## config.mk

```make
export PLATFORM = sky130hd
export DESIGN_NAME = epsr_regs
export DESIGN_NICKNAME = d
export VERILOG_FILES = /design/src/epsr_pkg.sv /design/src/epsr_regs.sv
export VERILOG_INCLUDE_DIRS = /design/src
export SDC_FILE = /design/constraint.sdc
export NUM_CORES = 1
export LEC_CHECK = 0
export ABC_AREA = 1
export BUFFER_PORTS_ARGS = -buffer_cell sky130_fd_sc_hd__buf_2
export CAP_MARGIN = 20
export CORE_MARGIN = 10
export CORE_UTILIZATION = 25
export DETAILED_ROUTE_END_ITERATION = 8
export PLACE_DENSITY_LB_ADDON = 0.08
export SYNTH_ARGS = -nofsm -noshare
export SYNTH_HDL_FRONTEND = slang
export SYNTH_SLANG_ARGS = --single-unit
```

## constraint.sdc

```tcl
create_clock -name clk -period 1.1 [get_ports clk]
set_clock_uncertainty 0.2 [all_clocks]
set_input_delay 0.22 -clock clk [delete_from_list [all_inputs] [get_ports clk]]
set_output_delay 0.22 -clock clk [all_outputs]
set_load 0.02 [all_outputs]
```

## src/epsr_cfg.svh

```systemverilog
// Constants for the PHY identity and status register slice
// How it works
// - Bit 6 shows fast speed, active low
// - Bit 5 shows slow speed, active low
// - Bit 4 shows duplex, low means full
// - Bit 3 shows receive activity, active low
// - Bit 2 shows link up, active low
// - Bit 1 shows transmit activity, active low
// - Bit 0 shows PHY left power down
// - Six indicators each get a polarity setting
`ifndef EPSR_CFG_SVH
`define EPSR_CFG_SVH
`define EPSR_OFF_IDENT    16'h0B0C
`define EPSR_OFF_STATUS   16'h0B10
`define EPSR_OFF_POLARITY 16'h0B20
`define EPSR_OFF_IRQ_STAT 16'h0B24
`define EPSR_OFF_IRQ_MASK 16'h0B28
`define EPSR_IDENT_RESET  16'h0000
`define EPSR_POL_RESET    6'h00
`define EPSR_MASK_RESET   7'h00
`define EPSR_WE_SHIFT     16
`define EPSR_BIT_FAST     6
`define EPSR_BIT_SLOW     5
`define EPSR_BIT_DUPLEX   4
`define EPSR_BIT_RX       3
`define EPSR_BIT_LINK     2
`define EPSR_BIT_TX       1
`define EPSR_BIT_PWRUP    0
`endif

```

## src/epsr_pkg.sv

```systemverilog
// Types shared by the PHY identity and status register slice
package epsr_pkg;
  typedef logic [31:0] epsr_word_type;   // Bus data word
  typedef logic [6:0]  epsr_stat_type;   // Status layout, seven bits
endpackage

```

## src/epsr_regs.sv

```systemverilog
// PHY identity control and status registers with change interrupts
//
// Chosen here: the strobed register port.
`timescale 1ns/1ps
`include "epsr_cfg.svh"
module epsr_regs
  import epsr_pkg::*;
#(
  parameter int ADDR_W = 16
) (
  input  wire logic              clk,
  input  wire logic              rst_n,
  input  wire logic [ADDR_W-1:0] addr,
  input  wire logic [31:0]       wdata,
  input  wire logic              wr,
  input  wire logic              rd,
  output logic      [31:0]       rdata,
  input  wire logic              phy_fast_speed_n,
  input  wire logic              phy_slow_speed_n,
  input  wire logic              phy_duplex_n,
  input  wire logic              phy_rx_act_n,
  input  wire logic              phy_link_n,
  input  wire logic              phy_tx_act_n,
  input  wire logic              phy_pwrup_done,
  output logic      [3:0]        phy_revision_field,
  output logic      [5:0]        phy_model_field,
  output logic      [5:0]        phy_identifier_upper_field,
  output logic      [5:0]        indicator_polarity,
  output logic                   irq
);

  // Identity word, polarity word and interrupt registers.
  // The status word is sampled once per clock, so software and the
  // change detector see one consistent copy; the price is one cycle of
  // lag between a pin moving and its bit moving.
  // Identity word, polarity word and interrupt registers
  logic [15:0]   ident_q;       // Revision, model, upper id
  logic [15:0]   ident_d;
  logic [5:0]    pol_q;         // Polarity per indicator
  logic [5:0]    pol_d;
  epsr_stat_type stat_q;        // Sampled status word
  epsr_stat_type stat_d;
  epsr_stat_type prev_q;        // Previous status for change detect
  epsr_stat_type ist_q;         // Sticky change flags
  epsr_stat_type ist_d;
  epsr_stat_type mask_q;        // Interrupt enable mask
  logic [31:0]   rdata_d;

  // Address decode
  wire hit_ident = (addr == ADDR_W'(`EPSR_OFF_IDENT));
  wire hit_stat  = (addr == ADDR_W'(`EPSR_OFF_STATUS));
  wire hit_pol   = (addr == ADDR_W'(`EPSR_OFF_POLARITY));
  wire hit_ist   = (addr == ADDR_W'(`EPSR_OFF_IRQ_STAT));
  wire hit_mask  = (addr == ADDR_W'(`EPSR_OFF_IRQ_MASK));

  // Upper half of a write selects which low bits change
  wire [15:0] we_bits = wdata[31:`EPSR_WE_SHIFT];
  assign ident_d = (wr && hit_ident) ?
    ((ident_q & ~we_bits) | (wdata[15:0] & we_bits)) : ident_q;
  assign pol_d = (wr && hit_pol) ?
    ((pol_q & ~we_bits[15:10]) | (wdata[15:10] & we_bits[15:10])) :
    pol_q;

  // Raw active-low indicators, each with its own polarity flip.
  // Polarity bits 15..10 map to tx, rx, duplex, link, slow, fast.
  wire raw_fast   = ~phy_fast_speed_n ^ pol_q[0];
  wire raw_slow   = ~phy_slow_speed_n ^ pol_q[1];
  wire raw_link   = ~phy_link_n       ^ pol_q[2];
  wire raw_duplex = ~phy_duplex_n     ^ pol_q[3];
  wire raw_rx     = ~phy_rx_act_n     ^ pol_q[4];
  wire raw_tx     = ~phy_tx_act_n     ^ pol_q[5];

  // Status word: one means asserted (full duplex for duplex bit)
  always_comb begin
    stat_d = '0;
    stat_d[`EPSR_BIT_FAST]   = raw_fast;
    stat_d[`EPSR_BIT_SLOW]   = raw_slow;
    stat_d[`EPSR_BIT_DUPLEX] = raw_duplex;
    stat_d[`EPSR_BIT_RX]     = raw_rx;
    stat_d[`EPSR_BIT_LINK]   = raw_link;
    stat_d[`EPSR_BIT_TX]     = raw_tx;
    stat_d[`EPSR_BIT_PWRUP]  = phy_pwrup_done;
  end

  // Change events; a set in the clearing read cycle wins
  wire [6:0] chg = stat_q ^ prev_q;
  assign ist_d = ((rd && hit_ist) ? 7'h00 : ist_q) | chg;

  // Read mux; unmapped addresses read zero
  always_comb begin
    rdata_d = 32'h0000_0000;
    if (hit_ident) begin
      rdata_d[15:0] = ident_q;  // Enable half reads as zero
    end else if (hit_stat) begin
      rdata_d[6:0] = stat_q;
    end else if (hit_pol) begin
      rdata_d[15:10] = pol_q;
    end else if (hit_ist) begin
      rdata_d[6:0] = ist_q;
    end else if (hit_mask) begin
      rdata_d[6:0] = mask_q;
    end
  end

  // Register update; prev tracks stat so flags fire on edges only
  always_ff @(posedge clk or negedge rst_n) begin
    if (!rst_n) begin
      ident_q <= `EPSR_IDENT_RESET;
      pol_q   <= `EPSR_POL_RESET;
      stat_q  <= 7'h00;
      prev_q  <= 7'h00;
      ist_q   <= 7'h00;
      mask_q  <= `EPSR_MASK_RESET;
      rdata   <= 32'h0000_0000;
      irq     <= 1'b0;
    end else begin
      ident_q <= ident_d;
      pol_q   <= pol_d;
      stat_q  <= stat_d;
      prev_q  <= stat_q;
      ist_q   <= ist_d;
      if (wr && hit_mask) begin
        mask_q <= wdata[6:0];
      end
      rdata   <= rd ? rdata_d : 32'h0000_0000;
      irq     <= |(ist_d & ((wr && hit_mask) ? wdata[6:0] : mask_q));
    end
  end

  // Fields driven to the PHY macro straight from flops
  always_ff @(posedge clk or negedge rst_n) begin
    if (!rst_n) begin
      phy_revision_field         <= 4'h0;
      phy_model_field            <= 6'h00;
      phy_identifier_upper_field <= 6'h00;
      indicator_polarity         <= 6'h00;
    end else begin
      phy_revision_field         <= ident_d[15:12];
      phy_model_field            <= ident_d[11:6];
      phy_identifier_upper_field <= ident_d[5:0];
      indicator_polarity         <= pol_d;
    end
  end

  // Checks.
  // The first group proves that an asserted pin sets its status bit, and that a high duplex pin clears its bit, with
  // the polarity left at its reset value, one cycle after the pin moves.
  // Later groups cover the other level, the inverted polarity, the write
  // enables, the sticky flags and the read port.
  // All checks sleep while reset is low, because the status copy and its
  // delayed twin both restart from zero.
  // Checks
  wire ident_wr = wr && hit_ident;
endmodule

```

---- After elaboration in Yosys (flattened, before gate mapping) ----
Cells that the tools add are included.
Widths: inputs -> output; s select.
storage, ports and cells
  output and inout port bits .............. 55
  bits of input ports ..................... 59
  flip-flop bits (word level) ............. 83
operators by class
  reductions and logical operators ........ 5
  bitwise operators ....................... 23
  muxes and demuxes ....................... 13
  equal/unequal tests ..................... 5
operators with widths
  kind                  number
  $eq 16x12->1 const B  5
  $mux 7                7
  $and 16x16->16        2
  $mux 16               2
  $mux 6                3
  $not 16->16           1
  $or 16x16->16         1
  $and 6x6->6           2
  $and 7x7->7           1
  $or 7x7->7            1
  $reduce_or 7->1       1
  $xor 7x7->7           1
  $not 1->1             6
  $not 6->6             1
  $or 6x6->6            1
  $xor 1x1->1           6
  $logic_and 1x1->1     4
  $mux 3                1

---- Longest topological paths before layout ----
  depth in word-level cells ............... 7
  depth in mapped cells ................... 11
  mapped depth without buffers ............ 11

---- Least setup slack after synthesis ----
No wires, ideal clock.
  path type ............................... in2reg
  start point ............................. input addr[15]
  end point ............................... register (tool-made name)
  setup slack ............................. -0.431 ns
  arrival ................................. 1.249 ns
  buffers on the path ..................... 2
  library setup time ...................... 0.082 ns
  cell stages on the path ................. 9
  cell sequence ........................... nor2_1 > nand2_1 > nor2_4 > buf_4 > nand3_2 > nor2_4 > buf_6 > a21oi_1 > a31oi_1
RTL lines
  element          RTL line         source
  start, declared  epsr_regs.sv:13  input wire logic [ADDR_W-1:0] addr,

---- Worst setup path after layout ----
  start point ............................. input addr[2]
  end point ............................... register irq
between the ends
  cells in the longest elaborated chain, start to end .. 6
  elaborated cells on any way between the ends .. 9
ends and longest elaborated chain
  element               RTL line          source
  $eq 16x12->1          epsr_regs.sv:53   wire hit_ist = (addr == ADDR_W'(`EPSR_OFF_IRQ_STAT));
  $logic_and 1x1->1     epsr_regs.sv:87   assign ist_d = ((rd && hit_ist) ? 7'h00 : ist_q) | chg;
  $mux 7                epsr_regs.sv:87
  $or 7x7->7            epsr_regs.sv:87
  net ist_d[5]          epsr_regs.sv:45   epsr_stat_type ist_d;
  $and 7x7->7           epsr_regs.sv:126  irq <= |(ist_d & ((wr && hit_mask) ? wdata[6:0] : mask_q));
  $reduce_or 7->1       epsr_regs.sv:126
  end signal, assigned  epsr_regs.sv:126
  end, declared         epsr_regs.sv:29   output logic irq
The timed path passes the listed nets, and every way through them passes these cells.
A chain may end at the register's enable or synchronous reset.

==> results.txt <==
----------------------------------------------------
[Setup path]
  Startpoint of the most critical register-to-register path ... prev_q[0]
  Signal arrival time at the worst endpoint ... 1.45 ns
  CP max-delay cell ... sky130_fd_sc_hd__nand3_4
  Cells along the critical path ... buf_8 -> clkinvlp_4 -> nor2_2 -> nand2_2 -> nor2_4 -> nand3_4 -> nand2_2 -> nand2_2 -> nand3_2 -> nand2_2 -> nor2_2 -> nand2_1
  Worst reg-to-reg path cell count ... 5
  Required time of the worst setup path ... 1.12 ns
  Startpoint-to-endpoint class of the critical path ... primary input to flop
  Launching instance or port of the critical path ... addr[2]
  Setup slack of the most critical reg-to-reg path ... -0.18 ns
  Most frequent cell on the critical path ... sky130_fd_sc_hd__nand2_2
  Crit. End Element ... flop
  Crit path launch type ... primary input
  Crit path max fanout ... 7
  Last element of the critical path ... irq
  Reg-to-Reg End ... irq
  Worst stage delay on the critical path ... 0.18 ns

[CTS]
  Number of buffers created by CTS ... 9
  CTS root buf ... sky130_fd_sc_hd__clkbuf_16
  Worst-Skew Late Latency ... 0.33 ns
  Clock sink count ... 67
  Max Buffers Root-to-Sink ... 2
  H-tree depth ... 3
  Clk pin slew, worst setup/hold paths ... 0.05 ns
  TritonCTS clock tree ... built

[STA]
  Unrepaired setup endpoints after global routing ... yes
  Final clock period utilization by the worst path ... 130%
  Setup_tns ... -17.74 ns
  Setup Viol. Count Final ... 92
  Final critical-path required period ... 1.43 ns
  Worst path setup slack after routing ... -0.329 ns
  FMAX ... 700 MHz
  Final Slew Violations ... 0
  Final hold violation count ... 0

[Yosys]
  Synth Register Bits ... 67
  Average footprint of a synthesized cell ... 9.06 um2
  Syn Inst Count ... 349
  Syn Std Cell Area ... 3160 um2
  Count of flip-flops with a built-in enable after synthesis ... 0
  Register area share after synthesis ... 53.0%
  Cell type with the highest aggregate area in the netlist ... sky130_fd_sc_hd__dfrtp_1
  Share of the synthesized area in the top cell type ... 53.0%
  Yosys warns ... 0
  Library cells used by synthesis ... 25
  Leading cell types by total area after synthesis ... sky130_fd_sc_hd__dfrtp_1 53%, sky130_fd_sc_hd__nand2_1 6.9%, sky130_fd_sc_hd__inv_1 5.7%, sky130_fd_sc_hd__buf_4 4.7%, sky130_fd_sc_hd__a31oi_1 4.4%
  Async set-reset flop share out of synthesis ... 100%
  Library cell with the highest instance count after synthesis ... sky130_fd_sc_hd__dfrtp_1
  Most used DFF post-synth ... sky130_fd_sc_hd__dfrtp_1
  Commonest cells in the synthesized netlist ... 67 x sky130_fd_sc_hd__dfrtp_1, 58 x sky130_fd_sc_hd__nand2_1, 48 x sky130_fd_sc_hd__inv_1

[Power]
  Clock network fraction of design power ... 44.3%
  Part of the power in registers ... 44.5%
  Power per unit of standard cell area ... 951 nW/um2
  Leakage Power ... 0.00285 uW
  Internal ... 4320 uW
  Net switching power figure ... 1320 uW
  Power share of the combinational group ... 11.2%
  VDD IR-drop max ... 0.674 mV
  Net switching share of the total power ... 23.4%
  Total power draw ... 5650 uW

[GRT]
  Wire length of the first global-routing pass ... 17900 um
  Number of global-route vias before repair ... 3482
  Largest net degree at the start of global routing ... 68
  Overall routing resource usage ... 12.7%
  Overflow left after global routing ... 0
  Initial antenna violation count ... 1

[Route]
  DR pass1 iterations ... 4
  DRC violation total after the first TritonRoute iteration ... 52
  Wire length per cell ... 15.0 um
  Via count ... 3132
  Routed Antenna Nets ... 0
  Total wire length ... 11100 um
  DRC violation count after routing ... 0
  Vias per std cell ... 4.21

[Die]
  Chip Height ... 132 um
  Die Area ... 17500 um2
  Core area ... 12500 um2
  Number of top-level design ports ... 114
  Initial standard-cell utilization of the core ... 25.3%
  Die boundary width ... 132 um
  Count of standard-cell rows ... 41

[Layout]
  Area growth from synthesis to final layout ... 87.8%
  Final net count ... 626
  N_diodes ... 0
  Final core utilization ... 47.4%
  Share of post-route cells with drive strength above 1 ... 54.2%

[Outcome]
  Outcome ... complete, but fails checks
  Failing checks ... setup timing

[Placed design]
  Number of buffers added on ports ... 97
  Final GP Congestion ... 0.805
  DP Wirelength ... 7710 um

[Hold path]
  Class of the tightest hold or removal check ... primary input to flop

[Job]
  Max-cap violations ... 0

----------------------------------------------------
routing by layer:
metal  GRT usage [%]  wire, um  vias up
met5               0        13        -
met4            5.26       238        2
met3            4.69       780       17
met2            19.6      5190       90
met1            15.6      4920     1476
li1                -         -     1547
power by group through the flow:
stage          Combinational [uW]  Clock (uW)  Sequential, uW
2_1_floorplan                 198           0            2550
3_3_place_gp                  450           0            2550
3_5_place_dp                  451           0            2550
4_1_cts                       593        2600            2510
5_1_grt                       696        2710            2510
6_report                      634        2500            2510
area by class of cell:
class                   count  area [um2]
clock buffers              13         240
clock inverters             3        15.0
fillers                  1237        6580
inverters                  51         218
multi-input cells         224        1650
flip-flops and latches     67        1680
well taps                 172         215
repair buffers            214        1930
cell families (layout without fill, tap and decap cells):
group           Yosys count  in the layout  synth area share (%)
simple gates            132            132                  20.5
buf+inv                  73            281                  11.6
flops                    67             67                  53.0
compound gates           63             63                  11.2
xor+xnor                 13             13                  3.60
other cells               1             16                 0.119
worst max-delay path: cells and delay by family:
| family | cells | cell delay (ns) |
|---|---|---|
| buffers and inverters | 2 | 0.22 |
| and+or+nand+nor | 10 | 0.99 |
cells in the final DEF (no fill, tap or decap), drive strengths merged:
master       instances
nand3               22
dfrtp               67
clkinvlp             1
nand4                7
xnor2               13
nand2               59
a21oi               22
o21ai               16
inv                 49
clkbuf              13
a21boi               1
buf                177
clkinv               4
dlygate4sd3         37
nor2                39
nor4                 2
nor3                 3
a41oi                2
conb                16
a31oi               22
how the worst min path moves through the flow:
stage | startpoint | endpoint | depth (start not counted)
after floorplan | rst_n | async pin | 0
after global placement | rst_n | async pin | 2
after CTS | wdata[4] | mask_q[4] | 5
after global routing | wdata[4] | flop | 3
after detailed placement | rst_n | async pin | 2
final | wdata[1] | mask_q[1] | 5
per-stage QoR:
stage          instances  worst slack (ns)  area [um2]  hold WS, ns
2_1_floorplan        364            -0.377        3310       -0.276
3_3_place_gp         658            -0.731        4240       0.0733
3_5_place_dp         658            -0.736        4240       0.0835
4_1_cts              738            -0.307        5600     0.000256
5_1_grt              744            -0.409        5940       0.0535
6_report             744            -0.329        5940       0.0284
repair_timing:
action                                 4_1_cts  5_1_grt
endpoints found under the hold margin       96        0
gates cloned                                 3        0
setup endpoints to repair                   92       92
buffers inserted                            24        8
gates resized for setup                    142       89
hold buffers                                37        0
pin swaps                                    9       24
Note: power is estimated with default switching activity, not from simulation.
